**config.mk**
```make
export PLATFORM = sky130hd
export DESIGN_NAME = touch_i2c_port
export DESIGN_NICKNAME = d
export VERILOG_FILES = /design/src/hw/touch_i2c_pkg.sv /design/src/hw/wr_word_if.sv /design/src/hw/crc8_step.sv /design/src/hw/touch_i2c_port.sv /design/src/hw/wr_skid_buffer.sv
export SDC_FILE = /design/constraint.sdc
export NUM_CORES = 1
export LEC_CHECK = 0
export ABC_CLOCK_PERIOD_IN_PS = 2700
export BUFFER_PORTS_ARGS = -buffer_cell sky130_fd_sc_hd__buf_4
export CELL_PAD_IN_SITES_DETAIL_PLACEMENT = 1
export CELL_PAD_IN_SITES_GLOBAL_PLACEMENT = 1
export CORE_ASPECT_RATIO = 1.4
export CORE_UTILIZATION = 50
export CTS_BUF_LIST = sky130_fd_sc_hd__clkbuf_8
export CTS_CLUSTER_SIZE = 8
export DETAILED_ROUTE_END_ITERATION = 7
export GPL_TIMING_DRIVEN = 0
export PLACE_DENSITY_LB_ADDON = 0.15
export SYNTH_ARGS = -nofsm -noshare
export SYNTH_HDL_FRONTEND = slang
export SYNTH_SLANG_ARGS = --single-unit
export TNS_END_PERCENT = 50
```
**constraint.sdc**
```tcl
create_clock -name I_SYS_CLK -period 2.7 [get_ports I_SYS_CLK]
set_clock_uncertainty 0.15 [all_clocks]
set_input_delay 0.54 -clock I_SYS_CLK [delete_from_list [all_inputs] [get_ports I_SYS_CLK]]
set_output_delay 0.54 -clock I_SYS_CLK [all_outputs]
set_load 0.02 [all_outputs]
```
**src/hw/touch_i2c_pkg.sv**
```systemverilog
package touch_i2c_pkg;

	// ----------------------------------------
	// widths
	// ----------------------------------------
	localparam int BYTE_W = 8;
	localparam int PTR_W = 16;
	localparam int ADDR7_W = 7;

	// ----------------------------------------
	// slave addresses
	// ----------------------------------------
	localparam logic [6:0] SLAVE_ADDR_LOW = 7'h4a;
	localparam logic [6:0] SLAVE_ADDR_HIGH = 7'h4b;
	localparam int RW_BIT_POS = 0;

	// ----------------------------------------
	// pointer layout and reset values
	// ----------------------------------------
	localparam int CSUM_FLAG_POS = 7;
	localparam logic [15:0] PTR_RESET = 16'h0000;
	localparam logic [15:0] MSG_COUNT_ADDR = 16'h0100;
	localparam logic [15:0] MSG_RECORD_ADDR = 16'h0110;
	localparam logic [7:0] MSG_REC_SIZE = 8'h0a;

	// ----------------------------------------
	// checksum
	// ----------------------------------------
	localparam logic [7:0] CRC_POLY = 8'h07;
	localparam logic [7:0] CRC_INIT = 8'h00;

	// ----------------------------------------
	// protocol states
	// ----------------------------------------
	typedef enum logic [2:0] {
		ST_IDLE,
		ST_RECV,
		ST_ACK_SETUP,
		ST_ACK,
		ST_SEND,
		ST_MACK,
		ST_MLOAD
	} i2c_state_t;

endpackage

```
**src/hw/wr_word_if.sv**
```systemverilog
`timescale 1ns/1ns
`default_nettype none

// ----------------------------------------
// write word carrier
// ----------------------------------------
interface wr_word_if;
	logic valid;
	logic ready;
	logic [15:0] addr;
	logic [7:0] data;

	modport src (output valid, output addr, output data, input ready);
	modport snk (input valid, input addr, input data, output ready);
endinterface

`default_nettype wire
```
**src/hw/crc8_step.sv**
```systemverilog
`timescale 1ns/1ns
`default_nettype none

// ----------------------------------------
// one byte of crc8, msb first
// ----------------------------------------
module crc8_step (
	input wire logic [touch_i2c_pkg::BYTE_W-1:0] i_seed,
	input wire logic [touch_i2c_pkg::BYTE_W-1:0] i_byte,
	output logic [touch_i2c_pkg::BYTE_W-1:0] o_crc
);
	import touch_i2c_pkg::*;

	always_comb begin
		logic [7:0] c;
		c = i_seed ^ i_byte;
		for (int i = 0; i < 8; i++) begin
			c = c[7] ? ({c[6:0], 1'b0} ^ CRC_POLY) : {c[6:0], 1'b0};
		end
		o_crc = c;
	end
endmodule

`default_nettype wire

```
**src/hw/touch_i2c_port.sv**
```systemverilog
`timescale 1ns/1ns
`default_nettype none

module touch_i2c_port (
	input wire logic I_SYS_CLK,
	input wire logic I_ARST_N,
	input wire logic I_SCL,
	output logic O_SCL_O,
	output logic O_SCL_OE,
	input wire logic I_SDA,
	output logic O_SDA_O,
	output logic O_SDA_OE,
	input wire logic I_SLAVE_ADDR_STRAP,
	input wire logic I_COMM_SELECT_STRAP,
	input wire logic I_I2C_FLAVOR_STRAP,
	output logic O_USB_SEL,
	output logic O_HID_SEL,
	output logic [touch_i2c_pkg::PTR_W-1:0] O_RD_ADDR,
	input wire logic [touch_i2c_pkg::BYTE_W-1:0] I_RD_DATA,
	input wire logic [touch_i2c_pkg::BYTE_W-1:0] I_MSG_COUNT,
	output logic O_MSG_POP,
	output logic O_MSG_PENDING_N,
	output logic O_MSG_PENDING_OE,
	output logic O_WR_VALID,
	input wire logic I_WR_READY,
	output logic [touch_i2c_pkg::PTR_W-1:0] O_WR_ADDR,
	output logic [touch_i2c_pkg::BYTE_W-1:0] O_WR_DATA,
	output logic O_CRC_FAIL
);
	import touch_i2c_pkg::*;

	// ----------------------------------------
	// declarations
	// ----------------------------------------
	i2c_state_t state_ff;
	logic scl_q_ff;
	logic sda_q_ff;
	logic low_ff;
	logic strap_done_ff;
	logic addr_hi_ff;
	logic [2:0] bit_cnt_ff;
	logic [7:0] shift_ff;
	logic addr_phase_ff;
	logic rw_ff;
	logic [1:0] byte_idx_ff;
	logic [7:0] ptr_lo_ff;
	logic [15:0] ptr_ff;
	logic [15:0] start_ff;
	logic csum_ff;
	logic [7:0] held_ff;
	logic held_v_ff;
	logic [7:0] crc_ff;
	logic push_pend_ff;
	logic [15:0] push_addr_ff;
	logic [7:0] push_data_ff;
	logic msg_rd_ff;
	logic head_ff;
	logic [7:0] rec_idx_ff;
	logic scl_rise;
	logic scl_fall;
	logic start_cond;
	logic stop_cond;
	logic enabled;
	logic [6:0] my_addr;
	logic addr_match;
	logic byte_rx_evt;
	logic addr_wr_evt;
	logic addr_rd_evt;
	logic mack_evt;
	logic load_evt;
	logic crc_slot;
	logic [7:0] rec_last;
	logic [7:0] tx_byte;
	logic [7:0] crc_byte;
	logic [7:0] crc_seed;
	logic [7:0] crc_nxt;
	logic [15:0] nxt_ptr;

	wr_word_if wr_if ();

	// ----------------------------------------
	// bus conditions
	// ----------------------------------------
	assign scl_rise = I_SCL & ~scl_q_ff;
	assign scl_fall = ~I_SCL & scl_q_ff;
	assign start_cond = scl_q_ff & I_SCL & sda_q_ff & ~I_SDA;
	assign stop_cond = scl_q_ff & I_SCL & ~sda_q_ff & I_SDA;

	always_ff @(posedge I_SYS_CLK or negedge I_ARST_N) begin
		if (!I_ARST_N) begin
			scl_q_ff <= 1'b1;
			sda_q_ff <= 1'b1;
			low_ff <= 1'b0;
		end else begin
			scl_q_ff <= I_SCL;
			sda_q_ff <= I_SDA;
			low_ff <= 1'b0;
		end
	end

	assign O_SCL_O = low_ff;
	assign O_SDA_O = low_ff;

	// ----------------------------------------
	// straps, caught after reset release
	// ----------------------------------------
	always_ff @(posedge I_SYS_CLK or negedge I_ARST_N) begin
		if (!I_ARST_N) begin
			strap_done_ff <= 1'b0;
			addr_hi_ff <= 1'b0;
			O_USB_SEL <= 1'b0;
			O_HID_SEL <= 1'b0;
		end else if (!strap_done_ff) begin
			strap_done_ff <= 1'b1;
			addr_hi_ff <= I_SLAVE_ADDR_STRAP;
			O_USB_SEL <= I_COMM_SELECT_STRAP;
			O_HID_SEL <= ~I_COMM_SELECT_STRAP & I_I2C_FLAVOR_STRAP;
		end
	end

	assign enabled = strap_done_ff & ~O_USB_SEL & ~O_HID_SEL;
	assign my_addr = addr_hi_ff ? SLAVE_ADDR_HIGH : SLAVE_ADDR_LOW;
	assign addr_match = shift_ff[7:1] == my_addr;

	// ----------------------------------------
	// events
	// ----------------------------------------
	assign byte_rx_evt = (state_ff == ST_ACK_SETUP) & scl_fall & ~addr_phase_ff;
	assign addr_wr_evt = (state_ff == ST_ACK_SETUP) & scl_fall & addr_phase_ff & addr_match
		& ~shift_ff[RW_BIT_POS];
	assign addr_rd_evt = (state_ff == ST_ACK_SETUP) & scl_fall & addr_phase_ff & addr_match
		& shift_ff[RW_BIT_POS];
	assign mack_evt = (state_ff == ST_MACK) & scl_rise;
	assign load_evt = scl_fall & (((state_ff == ST_ACK) & rw_ff) | (state_ff == ST_MLOAD));

	// ----------------------------------------
	// read byte source
	// ----------------------------------------
	assign rec_last = csum_ff ? MSG_REC_SIZE - 8'h01 : MSG_REC_SIZE - 8'h02;
	assign crc_slot = msg_rd_ff & ~head_ff & csum_ff & (rec_idx_ff == MSG_REC_SIZE - 8'h01);

	always_comb begin
		if (msg_rd_ff && head_ff) begin
			tx_byte = I_MSG_COUNT;
		end else if (crc_slot) begin
			tx_byte = crc_ff;
		end else begin
			tx_byte = I_RD_DATA;
		end
	end

	// ----------------------------------------
	// bit engine
	// ----------------------------------------
	always_ff @(posedge I_SYS_CLK or negedge I_ARST_N) begin
		if (!I_ARST_N) begin
			state_ff <= ST_IDLE;
			bit_cnt_ff <= 3'h0;
			shift_ff <= 8'h00;
			addr_phase_ff <= 1'b0;
			rw_ff <= 1'b0;
			O_SDA_OE <= 1'b0;
		end else if (start_cond && enabled) begin
			state_ff <= ST_RECV;
			bit_cnt_ff <= 3'h0;
			addr_phase_ff <= 1'b1;
			O_SDA_OE <= 1'b0;
		end else if (stop_cond) begin
			state_ff <= ST_IDLE;
			O_SDA_OE <= 1'b0;
		end else begin
			unique case (state_ff)
				ST_IDLE: begin
					O_SDA_OE <= 1'b0;
				end
				ST_RECV: begin
					if (scl_rise) begin
						shift_ff <= {shift_ff[6:0], I_SDA};
						bit_cnt_ff <= bit_cnt_ff + 3'h1;
						if (bit_cnt_ff == 3'h7) begin
							state_ff <= ST_ACK_SETUP;
						end
					end
				end
				ST_ACK_SETUP: begin
					if (scl_fall) begin
						if (!addr_phase_ff || addr_match) begin
							O_SDA_OE <= 1'b1;
							state_ff <= ST_ACK;
							if (addr_phase_ff) begin
								rw_ff <= shift_ff[RW_BIT_POS];
							end
						end else begin
							state_ff <= ST_IDLE;
						end
					end
				end
				ST_ACK: begin
					if (scl_fall) begin
						addr_phase_ff <= 1'b0;
						bit_cnt_ff <= 3'h0;
						if (rw_ff) begin
							O_SDA_OE <= ~tx_byte[7];
							shift_ff <= {tx_byte[6:0], 1'b0};
							state_ff <= ST_SEND;
						end else begin
							O_SDA_OE <= 1'b0;
							state_ff <= ST_RECV;
						end
					end
				end
				ST_SEND: begin
					if (scl_fall) begin
						if (bit_cnt_ff == 3'h7) begin
							O_SDA_OE <= 1'b0;
							state_ff <= ST_MACK;
						end else begin
							O_SDA_OE <= ~shift_ff[7];
							shift_ff <= {shift_ff[6:0], 1'b0};
							bit_cnt_ff <= bit_cnt_ff + 3'h1;
						end
					end
				end
				ST_MACK: begin
					if (scl_rise) begin
						state_ff <= I_SDA ? ST_IDLE : ST_MLOAD;
					end
				end
				ST_MLOAD: begin
					if (scl_fall) begin
						O_SDA_OE <= ~tx_byte[7];
						shift_ff <= {tx_byte[6:0], 1'b0};
						bit_cnt_ff <= 3'h0;
						state_ff <= ST_SEND;
					end
				end
			endcase
		end
	end

	// ----------------------------------------
	// address pointer and write sequencing
	// ----------------------------------------
	assign nxt_ptr = ptr_ff + 16'h0001;

	always_ff @(posedge I_SYS_CLK or negedge I_ARST_N) begin
		if (!I_ARST_N) begin
			byte_idx_ff <= 2'h0;
			ptr_lo_ff <= 8'h00;
			ptr_ff <= PTR_RESET;
			start_ff <= PTR_RESET;
			csum_ff <= 1'b0;
			held_ff <= 8'h00;
			held_v_ff <= 1'b0;
			O_CRC_FAIL <= 1'b0;
		end else if (stop_cond) begin
			ptr_ff <= start_ff;
			held_v_ff <= 1'b0;
			if (!rw_ff && held_v_ff && byte_idx_ff == 2'h2 && csum_ff) begin
				O_CRC_FAIL <= held_ff != crc_ff;
			end
		end else if (addr_wr_evt) begin
			byte_idx_ff <= 2'h0;
			held_v_ff <= 1'b0;
		end else if (byte_rx_evt) begin
			unique case (byte_idx_ff)
				2'h0: begin
					ptr_lo_ff <= shift_ff;
					byte_idx_ff <= 2'h1;
				end
				2'h1: begin
					ptr_ff <= {1'b0, shift_ff[6:0], ptr_lo_ff};
					start_ff <= {1'b0, shift_ff[6:0], ptr_lo_ff};
					csum_ff <= shift_ff[CSUM_FLAG_POS];
					byte_idx_ff <= 2'h2;
				end
				default: begin
					if (!csum_ff || held_v_ff) begin
						ptr_ff <= nxt_ptr;
					end
					if (csum_ff) begin
						held_ff <= shift_ff;
						held_v_ff <= 1'b1;
					end
				end
			endcase
		end else if (mack_evt) begin
			if (I_SDA) begin
				ptr_ff <= start_ff;
			end else if (!msg_rd_ff) begin
				ptr_ff <= nxt_ptr;
			end
		end
	end

	// ----------------------------------------
	// crc for writes and message reads
	// ----------------------------------------
	assign crc_byte = rw_ff ? tx_byte : ((byte_idx_ff == 2'h2) ? held_ff : shift_ff);
	assign crc_seed = (rw_ff && rec_idx_ff == 8'h00) ? CRC_INIT : crc_ff;

	crc8_step u_crc (
		.i_seed(crc_seed),
		.i_byte(crc_byte),
		.o_crc(crc_nxt)
	);

	always_ff @(posedge I_SYS_CLK or negedge I_ARST_N) begin
		if (!I_ARST_N) begin
			crc_ff <= CRC_INIT;
		end else if (addr_wr_evt) begin
			crc_ff <= CRC_INIT;
		end else if (byte_rx_evt && (byte_idx_ff != 2'h2 || held_v_ff)) begin
			crc_ff <= crc_nxt;
		end else if (load_evt && msg_rd_ff && !head_ff && !crc_slot) begin
			crc_ff <= crc_nxt;
		end
	end

	// ----------------------------------------
	// message read sequencing
	// ----------------------------------------
	always_ff @(posedge I_SYS_CLK or negedge I_ARST_N) begin
		if (!I_ARST_N) begin
			msg_rd_ff <= 1'b0;
			head_ff <= 1'b0;
			rec_idx_ff <= 8'h00;
			O_MSG_POP <= 1'b0;
		end else begin
			O_MSG_POP <= 1'b0;
			if (addr_rd_evt) begin
				msg_rd_ff <= ptr_ff == MSG_COUNT_ADDR;
				head_ff <= 1'b1;
				rec_idx_ff <= 8'h00;
			end else if (mack_evt && msg_rd_ff) begin
				if (head_ff) begin
					head_ff <= 1'b0;
				end else if (rec_idx_ff == rec_last) begin
					rec_idx_ff <= 8'h00;
					O_MSG_POP <= 1'b1;
				end else begin
					rec_idx_ff <= rec_idx_ff + 8'h01;
				end
			end
		end
	end

	always_ff @(posedge I_SYS_CLK or negedge I_ARST_N) begin
		if (!I_ARST_N) begin
			O_RD_ADDR <= PTR_RESET;
		end else if (msg_rd_ff && !head_ff) begin
			O_RD_ADDR <= MSG_RECORD_ADDR + {8'h00, rec_idx_ff};
		end else begin
			O_RD_ADDR <= ptr_ff;
		end
	end

	// ----------------------------------------
	// write push and clock stretch
	// ----------------------------------------
	always_ff @(posedge I_SYS_CLK or negedge I_ARST_N) begin
		if (!I_ARST_N) begin
			push_pend_ff <= 1'b0;
			push_addr_ff <= PTR_RESET;
			push_data_ff <= 8'h00;
		end else if (byte_rx_evt && byte_idx_ff == 2'h2 && (!csum_ff || held_v_ff)) begin
			push_pend_ff <= 1'b1;
			push_addr_ff <= ptr_ff;
			push_data_ff <= csum_ff ? held_ff : shift_ff;
		end else if (wr_if.ready) begin
			push_pend_ff <= 1'b0;
		end
	end

	assign wr_if.valid = push_pend_ff;
	assign wr_if.addr = push_addr_ff;
	assign wr_if.data = push_data_ff;

	always_ff @(posedge I_SYS_CLK or negedge I_ARST_N) begin
		if (!I_ARST_N) begin
			O_SCL_OE <= 1'b0;
		end else begin
			O_SCL_OE <= push_pend_ff & ~wr_if.ready & ~I_SCL;
		end
	end

	wr_skid_buffer u_buf (
		.i_clk(I_SYS_CLK),
		.i_arst_n(I_ARST_N),
		.in_if(wr_if.snk),
		.o_valid(O_WR_VALID),
		.i_ready(I_WR_READY),
		.o_addr(O_WR_ADDR),
		.o_data(O_WR_DATA)
	);

	// ----------------------------------------
	// pending message line
	// ----------------------------------------
	always_ff @(posedge I_SYS_CLK or negedge I_ARST_N) begin
		if (!I_ARST_N) begin
			O_MSG_PENDING_N <= 1'b1;
			O_MSG_PENDING_OE <= 1'b0;
		end else begin
			O_MSG_PENDING_N <= I_MSG_COUNT == 8'h00;
			O_MSG_PENDING_OE <= I_MSG_COUNT != 8'h00;
		end
	end
endmodule

`default_nettype wire

```
**src/hw/wr_skid_buffer.sv**
```systemverilog
`timescale 1ns/1ns
`default_nettype none

// ----------------------------------------
// two-entry buffer, outputs registered
// ----------------------------------------
module wr_skid_buffer (
	input wire logic i_clk,
	input wire logic i_arst_n,
	wr_word_if.snk in_if,
	output logic o_valid,
	input wire logic i_ready,
	output logic [touch_i2c_pkg::PTR_W-1:0] o_addr,
	output logic [touch_i2c_pkg::BYTE_W-1:0] o_data
);
	import touch_i2c_pkg::*;

	logic skid_v_ff;
	logic [PTR_W-1:0] skid_addr_ff;
	logic [BYTE_W-1:0] skid_data_ff;

	// full when the skid slot holds a word
	assign in_if.ready = ~skid_v_ff;

	always_ff @(posedge i_clk or negedge i_arst_n) begin
		if (!i_arst_n) begin
			o_valid <= 1'b0;
			o_addr <= PTR_RESET;
			o_data <= 8'h00;
			skid_v_ff <= 1'b0;
			skid_addr_ff <= PTR_RESET;
			skid_data_ff <= 8'h00;
		end else if (i_ready || !o_valid) begin
			if (skid_v_ff) begin
				o_valid <= 1'b1;
				o_addr <= skid_addr_ff;
				o_data <= skid_data_ff;
				skid_v_ff <= 1'b0;
			end else begin
				o_valid <= in_if.valid;
				o_addr <= in_if.addr;
				o_data <= in_if.data;
			end
		end else if (in_if.valid && !skid_v_ff) begin
			skid_v_ff <= 1'b1;
			skid_addr_ff <= in_if.addr;
			skid_data_ff <= in_if.data;
		end
	end
endmodule

`default_nettype wire

```
======== Word level (Yosys, flattened, before mapping) ========
Cells that the tools add are included.
storage, ports and cells
  bits in registers ....................... 188
  latch bits .............................. 0
  memory bits (writable) .................. 0
  ROM bits ................................ 0
  input bits .............................. 24
  word-level logic and storage cells ...... 292
  memories kept ........................... 0
operators by class
  add/sub/neg operators ................... 4
  multiply operators ...................... 0
  divide/modulo/power cells ............... 0
  order comparisons ....................... 0
  eq/ne operators ......................... 42
  shifts and indexed selects .............. 0
  mux-type cells .......................... 95
  bitwise gates (word level) .............. 51
  reductions and logical operators ........ 62
operators with widths
  kind                                                   number
  two-way mux 8 bit                                      20
  two-way mux 16 bit                                     9
  two-way mux 3 bit                                      26
  case mux 16 bit (2 select lines)                       1
  case mux 8 bit (4 select lines)                        1
  two-way mux 1 bit                                      31
  AND 1 bit                                              24
  NOT 3 bit                                              8
  != test 2 bit (second input constant)                  9
  case mux 3 bit (6 select lines)                        1
  AND reduction 6 bit                                    3
  AND reduction 9 bit                                    2
  NOT 1 bit                                              17
  adder 16 x 1 -> 16 bit (second input constant)         1
  equality test 16 x 9 -> 1 bit (second input constant)  1
  logical NOT 8 bit                                      2
  != test 4 x 3 -> 1 bit (second input constant)         4
  != test 4 bit (second input constant)                  4
  nonzero test 8 bit                                     2
  logical AND 1 bit                                      15
  nonzero test 3 bit                                     5
  equality test 3 bit (second input constant)            4
  != test 3 bit (second input constant)                  4
  != test 4 x 2 -> 1 bit (second input constant)         3
  31 further kinds                                       57

======== Logic depth before layout (Yosys ltp) ========
Gate-level depths: netlist of the first run.
  depth in word-level cells ............... 27
  depth in mapped cells ................... 11

======== Hierarchy ========
Synthesis of the first run repeated with hierarchy kept, for this count alone.
unflattened totals
  cells, all modules ...................... 932
  area total of the unflattened synthesis .. 9710.6 um2
modules (own cells, without submodules)
  module          instances  cells an instance  area each (um2)  sequential area each (um2)
  touch_i2c_port  1          774                7233.2           3457.1
  wr_skid_buffer  1          137                2270.9           1251.2
  crc8_step       1          21                 206.4            0.0

======== Least setup slack after synthesis of the first run ========
No wires, ideal clock.
  path type ............................... input to register
  from .................................... input port I_SCL
  to ...................................... register ptr_ff[10]
  arrival ................................. 2.324 ns
  setup slack ............................. 0.151 ns
  stages on the path ...................... 10
  buffers on the path ..................... 3
  path through ............................ nand2b_4 -> or4_4 -> buf_6 -> and2_4 -> buf_6 -> or2_4 -> buf_6 -> nor4b_4 -> a221oi_2 -> o21ai_2
on the way
  cells in the longest elaborated chain, start to end .. 8
RTL lines
  what                                  RTL line                                      source
  start, declared                       touch_i2c_port.sv:7                           input wire logic I_SCL,
  NOT 1 bit                             touch_i2c_port.sv:85                          assign scl_fall = ~I_SCL & scl_q_ff;
  AND 1 bit                             touch_i2c_port.sv:85
  AND 1 bit                             touch_i2c_port.sv:128, touch_i2c_port.sv:129
  AND 1 bit (2 in series)               touch_i2c_port.sv:129                         assign addr_wr_evt = (state_ff == ST_ACK_SETUP) & scl_fall & addr_phase_ff & addr_match
  AND 1 bit                             touch_i2c_port.sv:130                         & ~shift_ff[RW_BIT_POS];
  != test 2 bit (no source line)        n/a
  AND reduction 5 bit (no source line)  n/a
  end signal, assigned                  touch_i2c_port.sv:257                         ptr_ff <= start_ff;
  end signal, assigned                  touch_i2c_port.sv:272                         ptr_ff <= {1'b0, shift_ff[6:0], ptr_lo_ff};
  end signal, assigned                  touch_i2c_port.sv:279                         ptr_ff <= nxt_ptr;
  end, declared                         touch_i2c_port.sv:47                          logic [15:0] ptr_ff;
Several ways; a longest one is shown, not always the timed one. The select of a mux whose other input is x is not followed.
A chain may end at the register's enable or synchronous reset.

======== Worst setup path in the final report of the first run ========
  from .................................... register byte_idx_ff[1]
  to ...................................... register crc_ff[7]
on the way
  cells in the longest elaborated chain, start to end .. 12
RTL lines
  what                             RTL line               source
  start, declared                  touch_i2c_port.sv:45   logic [1:0] byte_idx_ff;
  start signal, assigned           touch_i2c_port.sv:248  byte_idx_ff <= 2'h0;
  start signal, assigned           touch_i2c_port.sv:263  byte_idx_ff <= 2'h0;
  start signal, assigned           touch_i2c_port.sv:269  byte_idx_ff <= 2'h1;
  equality test 2 bit              touch_i2c_port.sv:299  assign crc_byte = rw_ff ? tx_byte : ((byte_idx_ff == 2'h2) ? held_ff : shift_ff);
  two-way mux 8 bit (2 in series)  touch_i2c_port.sv:299
  XOR 8 bit                        crc8_step.sv:16        c = i_seed ^ i_byte;
  two-way mux 3 bit                crc8_step.sv:18        c = c[7] ? ({c[6:0], 1'b0} ^ CRC_POLY) : {c[6:0], 1'b0};
  NOT 3 bit (no source line)       n/a
  two-way mux 3 bit                crc8_step.sv:18
  NOT 3 bit (no source line)       n/a
  two-way mux 3 bit                crc8_step.sv:18
  two-way mux 8 bit                touch_i2c_port.sv:315  end else if (load_evt && msg_rd_ff && !head_ff && !crc_slot) begin
  two-way mux 8 bit                touch_i2c_port.sv:313  end else if (byte_rx_evt && (byte_idx_ff != 2'h2 || held_v_ff)) begin
  two-way mux 8 bit                touch_i2c_port.sv:311  end else if (addr_wr_evt) begin
  end signal, assigned             touch_i2c_port.sv:314  crc_ff <= crc_nxt;
  end signal, assigned             touch_i2c_port.sv:316  crc_ff <= crc_nxt;
  end, declared                    touch_i2c_port.sv:52   logic [7:0] crc_ff;
Several ways; a longest one is shown, not always the timed one. The select of a mux whose other input is x is not followed.

==> results.md, run 1 <==
Die:
- The die outline area is just under 20,000 um2.
- The row count is 59.
- Once the floorplan was initialized, standard cells occupied 51.3% of the core.
- The core box area is 18,800 um2.
- From left edge to right edge, the die measures 119 um.
- The vertical die dimension is roughly 170 um.
- The number of primary I/O pins is 75.

Drt:
- The first detailed-routing pass ran for 4 iterations.
- In this run, the number of DRC markers left after iteration 0 of detailed routing was roughly 360.
- The via total after detailed routing is roughly 7,600.
- In the final routed layout, each cell accounts on average for ~21 um.
- The residual antenna-violating net count after detailed routing is 0.
- The per-cell via count in the routed design is 5.88.
- After detailed routing, the total wire length is around 28 mm.
- The DRC violation count after routing is 0.

Synthesis:
- The share of the Yosys chip area taken by registers is 48.9%.
- The instance count of the mapped netlist is 921.
- The library cell with the highest instance count after synthesis is sky130_fd_sc_hd__dfrtp_1.
- The top cell type by total area after synthesis is sky130_fd_sc_hd__dfrtp_1.
- In this run, distinct cell masters in the synthesized netlist total 79.
- Counting instances in the post-synthesis netlist gives the leading cell types as sky130_fd_sc_hd__dfrtp_1 (185), sky130_fd_sc_hd__nand2_1 (94), sky130_fd_sc_hd__o21ai_0 (80), sky130_fd_sc_hd__mux2_2 (77), sky130_fd_sc_hd__nor2_1 (55).
- The flop and latch count out of synthesis is 188.
- Counting flops with a built-in enable in the synthesized netlist gives 0.
- The proportion of netlist area held by the largest area contributor is 48.1%.
- The combined area of all synthesized cells is roughly 9600 um2.
- Among all flip-flop cells after synthesis, the most frequent one is sky130_fd_sc_hd__dfrtp_1.
- The per-instance average area after synthesis is about 10 um2.
- Sorting the synthesized cells by area gives the leading types as sky130_fd_sc_hd__dfrtp_1 (48%), sky130_fd_sc_hd__mux2_2 (9.0%), sky130_fd_sc_hd__mux2i_1 (4.2%), sky130_fd_sc_hd__o21ai_0 (4.2%), sky130_fd_sc_hd__nand2_1 (3.7%).
- The number of synthesis warnings is 0.
- The share of async-settable or async-resettable flops after synthesis is between 90% and 100%.

Place:
- Routability-driven placement finished with a final weighted congestion of 0.895.
- After detailed placement, the total cell area comes to 10,500 um2.
- The post-DP HPWL is 20.2 mm.
- In this run, placement finished with an instance count of around 1,200.
- During placement, the flow inserted port buffers numbering 72.
- OpenSTA, run right after detailed placement, puts the worst setup slack at -0.567 ns.

Layout:
- The net count of the finished layout is 1,062.
- The share of cells above drive strength 1 is 27.2%.
- The number of antenna diodes in the final layout is 0.
- The filler cell count is 2,077.
- The post-route non-filler standard cell count is 1,286.
- Once layout is done, the placed cells without fillers occupy 11,200 um2.
- From synthesis to final layout, the design area changed by 16.7%.

Critical path:
- The worst setup path is captured at a flop.
- In this run the worst path has a maximum fanout of 10.
- At the worst endpoint, the required time is slightly below 3 ns.
- The critical path goes through nor2b_1 -> buf_4 -> mux2_2 -> o21ai_0 -> a2bb2oi_2 -> xnor2_2 -> xnor2_1 -> a21oi_1.
- The peak per-stage delay on the critical path is 0.54 ns.
- The worst setup path is launched from a flop.
- At the worst endpoint, the arrival time is 2.87 ns.
- For this design, the slowest cell found on the critical path is sky130_fd_sc_hd__dfrtp_1.
- The worst setup path is of the flop to flop kind.

Pwr:
- Of the total power, the clock network draws 20.6%.
- The fraction of power spent switching nets is 38.7%.
- The portion of total power attributed to sequential cells is 42.4%.
- The standby leakage power is 0.00504 uW.
- VDD sags by at most 0.876 mV.
- For this design the total switching power over the nets is ~3700 uW.
- Power spread over the standard cell area amounts to 857 nW/um2.
- Internal power comes to 5900 uW.
- The portion of total power attributed to combinational logic is 37.0%.

Timing:
- The final number of max-transition violations is 0.
- Static timing analysis puts the maximum clock frequency at 0.376 GHz.
- Dividing the final minimum period by the clock period gives 98.4%.
- The hold violation total from the final report is 0.
- The post-route minimum period is 2.66 ns.
- In the post-route analysis, the smallest setup slack over all paths is 0.0436 ns.
- At the pin with the least slew margin, the transition time is 0.858 ns.
- Setup repair after global routing could not meet its margin everywhere.
- Headroom to the max-slew limit came out at between 40% and 50%.
- The setup-violating endpoint count in the final report is 0.

Global routing:
- The pin count of the biggest net entering global routing is 120.
- For met2 alone, demand over resource in global routing was 53.6%.
- The initial antenna violation count is 0.
- The most used routing layer is met2.
- Global routing used 29.1% of the available tracks across all layers.
- Global routing finished with a remaining overflow of 0.
- The global-route wire length before repair is 44.1 mm.
- For this run, global-route usage on met3 was measured as 4.02%.
- The met1 usage is 32.4%.
- The via count of the first global-routing pass is 8,024.

Job:
- The number of max-capacitance violations reported is 0.

Clock network:
- The clock tree from TritonCTS is done.
- The tree is rooted in a sky130_fd_sc_hd__clkbuf_8.
- The later-pin clock latency in the skew report is around 0.48 ns.
- No sink is reached through more buffers than the 2 on the longest clock path.
- CTS saw 188 sinks.
- The CTS H-tree depth is 4.
- The TritonCTS buffer count is 17.
- After clock tree synthesis, the clock-pin slew on the worst setup and hold paths is 0.10 ns.

Outcome:
- The run finished with clean final reports.

Worst hold path:
- The path class of the tightest hold or removal check is input port to flop.
[worst paths after layout]
kind                                      start          endpoint  slack, ns  cells after the start
min in group asynchronous              I_ARST_N  u_buf.o_addr[13]       0.46                      2
max in group asynchronous              I_ARST_N     rec_idx_ff[4]       0.96                      3
worst max-delay path             byte_idx_ff[1]         crc_ff[7]       0.04                      8
worst min-delay path                      I_SCL          scl_q_ff       0.06                      1
worst min register to register  u_buf.o_addr[7]   u_buf.o_addr[7]       0.34                      2
worst max register to register   byte_idx_ff[1]         crc_ff[7]       0.04                      8
[flip-flops by register name, summed over array words and instances, names as in the netlist, 2 cells and up]
signal,cells
O_RD_ADDR,16
ptr_ff,16
push_addr_ff,16
u_buf.o_addr,16
u_buf.skid_addr_ff,16
start_ff,15
crc_ff,8
held_ff,8
ptr_lo_ff,8
push_data_ff,8
rec_idx_ff,8
shift_ff,8
u_buf.o_data,8
u_buf.skid_data_ff,8
bit_cnt_ff,3
state_ff,3
byte_idx_ff,2
[cell families after synthesis]
kind of cell	after synthesis	share of synthesized area (%)
AOI/OAI and AO/OA	226	15.0
and+or+nand+nor	269	14.8
DFF	188	48.9
buffers and inverters	83	3.94
muxes	117	13.2
adders and majority gates	9	1.17
xor gates and xnor gates	27	2.89
other	2	0.0781
[cell type report]
cell class              count  area, um2  area share, %
clock buffers              17        234           2.08
inverters                  16       60.1          0.535
clock inverters            15        176           1.57
plain buffers              62        319           2.84
flip-flops and latches    188       4710           42.0
well taps                 244        305           2.72
multi-input cells         651       4690           41.8
repair buffers             93        731           6.51
[layer usage]
| layer | wire length, um | share of wire (%) |
|---|---|---|
| met1 | 10600 | 38 |
| met2 | 15000 | 54 |
| met3 | 837 | 3.0 |
| met4 | 1210 | 4.4 |
| met5 | 0 | 0 |
[placed cells by master (no fill, tap or decap), types with 6 or more instances in the layout]
cell / netlist / final
sky130_fd_sc_hd__xnor2_1: 13 / 12
sky130_fd_sc_hd__dfrtp_1: 185 / 184
sky130_fd_sc_hd__ha_1: 9 / 8
sky130_fd_sc_hd__o21ba_2: 6 / 6
sky130_fd_sc_hd__buf_2: 11 / 9
sky130_fd_sc_hd__a21oi_1: 41 / 41
sky130_fd_sc_hd__nand2b_1: 11 / 10
sky130_fd_sc_hd__o311ai_1: 4 / 6
sky130_fd_sc_hd__xor2_1: 10 / 10
sky130_fd_sc_hd__and2_1: 8 / 8
sky130_fd_sc_hd__nor2_1: 55 / 52
sky130_fd_sc_hd__mux2i_1: 40 / 39
sky130_fd_sc_hd__o21ai_0: 80 / 78
sky130_fd_sc_hd__nand3_1: 12 / 11
sky130_fd_sc_hd__a311o_1: 6 / 6
sky130_fd_sc_hd__a221oi_1: 11 / 9
sky130_fd_sc_hd__nor3b_1: 12 / 7
sky130_fd_sc_hd__inv_1: 16 / 14
sky130_fd_sc_hd__buf_4: 4 / 93
sky130_fd_sc_hd__nor2b_1: 9 / 8
sky130_fd_sc_hd__a311oi_1: 7 / 7
sky130_fd_sc_hd__mux2_2: 77 / 77
sky130_fd_sc_hd__a31oi_1: 11 / 11
sky130_fd_sc_hd__clkbuf_8: 0 / 17
sky130_fd_sc_hd__nand2_1: 94 / 94
sky130_fd_sc_hd__o21ai_1: 20 / 19
sky130_fd_sc_hd__clkbuf_1: 43 / 36
sky130_fd_sc_hd__and3b_1: 9 / 9
sky130_fd_sc_hd__and3_1: 11 / 11
sky130_fd_sc_hd__nor4_1: 9 / 7
sky130_fd_sc_hd__nand4_1: 10 / 10
[worst max-delay path, delay by kind of cell (launching register included)]
family / cells / cell delay, ns
xor+xnor: 2 / 0.32
mux: 1 / 0.37
buf+inv: 1 / 0.27
flops: 1 / 0.54
compound gates: 3 / 0.62
simple gates: 1 / 0.29
[metrics by stage]
stage	utilization [%]	total power, uW	hold slack, ns	setup TNS (ns)
2_1_floorplan	-	6410	0.0944	0
3_3_place_gp	55.8	7350	0.308	-57.03
3_5_place_dp	56.0	7530	0.322	-12.11
4_1_cts	58.7	9540	0.00149	-0.0513
5_1_grt	59.9	10100	0.0297	-0.108
6_report	59.9	9620	0.0569	0
[timing repair]
item | in CTS | in global routing
pin swaps | 3 | 6
setup endpoints to repair | 31 | 59
hold buffers | 1 | 1
setup buffers | 6 | 12
gates resized for setup | 9 | 43
hold endpoints to repair | 66 | 1
[power groups by stage]
stage                     Sequential [uW]  Clock, uW  Combinational (uW)
final                                4080       1980                3560
after global routing                 4150       2120                3870
after CTS                            4020       2000                3510
after detailed placement             4030          0                3500
after global placement               3990          0                3350
after floorplan                      3890          0                2520
No activity file was read; power rests on OpenSTA's default activity.
==> inputs of run 2 (changes only) <==
- REMOVE_ABC_BUFFERS: default -> 1
==> run 2 against run 1 <==
Compared with the run above:
- die area stayed put
- combinational power is 2% higher
- sequential power is 4% higher
- non-clock buffer count is 51 lower
- fmax is 0.66% higher
- critical path depth is 3 higher
- via count hardly changed
- critical path type unchanged
- largest cell class is now multi-input gates
- highest routed layer unchanged
==> results.md, run 2 (synthesized netlist as in run 1, its figures left out) <==
Outcome:
- Outcome: finished, final reports clean (unchanged).

Layout:
- The most common cell after layout, fill and taps aside is sky130_fd_sc_hd__dfrtp_1 (unchanged).
- The number of nets in the layout is 1,016 (was 1,062).
- Top library cells by usage in the layout, fill and taps aside: sky130_fd_sc_hd__dfrtp_1 (174), sky130_fd_sc_hd__buf_4 (96), sky130_fd_sc_hd__nand2_1 (94) (was sky130_fd_sc_hd__dfrtp_1 (184), sky130_fd_sc_hd__nand2_1 (94), sky130_fd_sc_hd__buf_4 (93)).
- The final instance area is 11,100 um2 (was 11,200 um2).
- The share of cells above drive strength 1 is 28.1% (was 27.2%).
- The diode insertion count for antenna repair was 0 (unchanged).
- The post-synthesis to final-layout area growth is 15.6% (was 16.7%).

Global routing:
- The via count of the first global-routing pass is 7,962 (was 8,024).
- The initial antenna violation count is 0 (unchanged).
- The remaining global-route overflow is 0 (unchanged).
- The global-route wire length before repair is 42.5 mm (was 44.1 mm).
- The pin count of the biggest net entering global routing is 129 (was 120).
- The total routing resource utilization after global routing was 27.4% (was 29.1%).

Clock network:
- The clock tree from TritonCTS is done (unchanged).
- The total number of clock tree sinks was 188 (unchanged).
- The CTS H-tree depth was 4 (unchanged).
- The later-pin clock latency in the skew report is 0.47 ns (was 0.48 ns).
- The clock transition at the registers of the reported paths is 0.10 ns (about the same).
- The maximum root-to-sink buffer count is 2 (unchanged).
- The TritonCTS buffer count is 17 (unchanged).
- The cell chosen for the clock root was sky130_fd_sc_hd__clkbuf_8 (unchanged).

Timing:
- The worst hold margin is 0.0665 ns (was 0.0569 ns).
- The maximum frequency from static timing analysis is 0.379 GHz (was 0.376 GHz).
- The hold violation total from the final report is 0 (unchanged).
- The final number of max-transition violations is 0 (unchanged).
- The transition time of the tightest slew-check pin is 1.25 ns (was 0.858 ns).
- The post-route fraction of the period consumed by the critical path was 97.7% (was 98.4%).
- The setup-violating endpoint count in the final report was 0 (unchanged).
- The relative slew slack is 16.6% (was 42.6%).
- The post-route minimum period is 2.64 ns (was 2.66 ns).

Die:
- The number of primary I/O pins is 75 (unchanged).
- The core box area is 18,800 um2 (unchanged).
- The die outline width is 119 um (unchanged).
- The row count was 59 (unchanged).
- The effective utilization at floorplan is 51.3% (unchanged).
- The die outline area is 19,800 um2 (unchanged).
- The vertical die dimension was 166 um (unchanged).

Drt:
- The first-pass iteration count of the detailed router is 5 (was 4).
- The first-iteration detailed-routing DRC count is 471 (was 356).
- The DRC violation count after routing came to 0 (unchanged).
- The via total after detailed routing is 7,563 (was 7,568).
- The per-cell via count in the routed design came to 6.10 (was 5.88).
- The residual antenna-violating net count after detailed routing is 0 (unchanged).
- The overall routed net length is 26.7 mm (was 27.6 mm).
- The average wire length per cell after detail routing is 21.5 um (was 21.4 um).

Pwr:
- The standby leakage power is 0.00494 uW (was 0.00504 uW).
- The total power divided by cell area is 875 nW/um2 (was 857 nW/um2).
- The maximum vdd drop was 0.760 mV (was 0.876 mV).

Critical path:
- The top fanout value on the critical path is 5 (was 10).
- The peak per-stage delay on the critical path is 0.45 ns (was 0.54 ns).
- The slack of the worst reg-to-reg path is 0.06 ns (was 0.04 ns).
- The class of the most critical setup path is flop to flop (unchanged).
- The sort of element at the start of the critical path is a flop (unchanged).
- The critical register-to-register path endpoint is crc_ff[4] (was crc_ff[7]).
- The required time of the worst setup path was 2.91 ns (was 2.92 ns).
- The count of cells along the worst register-to-register path is 11 (was 8).
- The source of the worst register-to-register timing path is rec_idx_ff[4] (was byte_idx_ff[1]).
- The endpoint type of the worst setup path is a flop (unchanged).
- The cell type of the slowest stage on the worst timing path is sky130_fd_sc_hd__dfrtp_2 (was sky130_fd_sc_hd__dfrtp_1).
- The data arrival time of the critical path is 2.85 ns (was 2.87 ns).
- Ordered list of cells on the worst path: inv_2 -> ha_4 -> nor4b_4 -> buf_6 -> buf_8 -> a31o_2 -> o221ai_1 -> a2bb2oi_4 -> xnor2_2 -> xnor2_1 -> a21oi_1 (was nor2b_1 -> buf_4 -> mux2_2 -> o21ai_0 -> a2bb2oi_2 -> xnor2_2 -> xnor2_1 -> a21oi_1).

Place:
- The post-DP HPWL came to 17.8 mm (was 20.2 mm).
- The post-detailed-placement cell area is 10,200 um2 (was 10,500 um2).
- The count of buffers inserted at the top-level ports is 72 (unchanged).
- The routability congestion estimate is 0.852 (was 0.895).

Worst hold path:
- The cell depth of the worst min-delay path is 1 (unchanged).
- The endpoint with the worst hold slack was scl_q_ff (unchanged).
- The worst hold-check path type is input port to flop (unchanged).
- The startpoint of the worst hold path is I_SCL (unchanged).

Job:
- The number of max-capacitance violations reported is 0 (unchanged).
[run 2: cell type report]
type | instances | area [um2]
clock buffer | 17 | 234
clock inverter | 15 | 154
fill | 2039 | 7630
inverter | 16 | 60.1
multi-input combinational | 656 | 4790
sequential | 188 | 4720
tap | 244 | 305
timing repair buffer | 104 | 856
[run 2: stage by stage]
step | worst slack [ns] | util (%) | std cells | TNS (ns) | power [uW]
CTS | 0.00556 | 58.2 | 1222 | 0 | 9580
floorplan | -0.793 | - | 855 | -28.09 | 6290
detailed placement | -1.16 | 54.5 | 1173 | -54.91 | 7400
finish | 0.0610 | 59.3 | 1240 | 0 | 9730
global route | -0.0677 | 59.3 | 1240 | -0.801 | 10200
global placement | -1.78 | 54.1 | 1171 | -145.14 | 7130
[run 2: how the worst max path moves through the flow]
| stage | start | slack (ns) | endpoint | depth (start not counted) |
|---|---|---|---|---|
| after global routing | scl_q_ff | -0.07 | push_addr_ff[3] | 4 |
| after global placement | I_WR_READY | -1.78 | u_buf.skid_addr_ff[13] | 4 |
| final | rec_idx_ff[4] | 0.06 | crc_ff[4] | 11 |
| after detailed placement | I_SCL | -1.16 | ptr_ff[9] | 8 |
| after CTS | rec_idx_ff[5] | 0.006 | O_SDA_OE | 11 |
| after floorplan | I_WR_READY | -0.79 | u_buf.skid_addr_ff[0] | 3 |
[run 2: worst max-delay path, delay by kind of cell (launching register included)]
| kind | cells | cell delay (ns) |
|---|---|---|
| DFF | 1 | 0.45 |
| AOI/OAI and AO/OA | 4 | 0.73 |
| and+or+nand+nor | 1 | 0.21 |
| adders and majority gates | 1 | 0.17 |
| xor gates and xnor gates | 2 | 0.39 |
| buffers and inverters | 3 | 0.42 |
[run 2: where the power goes]
part	switching (uW)	internal [uW]
Combinational	1840	1780
Clock	1100	769
Sequential	871	3380
[run 2: layer usage]
| metal | vias to the layer above | global-route usage [%] | share of wire [%] |
|---|---|---|---|
| met5 | - | 0 | 0 |
| met4 | 0 | 15.8 | 5.0 |
| met3 | 89 | 4.05 | 3.3 |
| met2 | 215 | 48.8 | 53 |
| met1 | 3811 | 30.8 | 38 |
| li1 | 3448 | - | - |
[run 2: timing repair]
action,4_1_cts,5_1_grt
cloned,4,2
gates resized for setup,35,18
hold buffers,1,0
hold endpoints to repair,58,0
buffers inserted,12,16
endpoints found under the setup margin,114,61
pin swaps,6,9
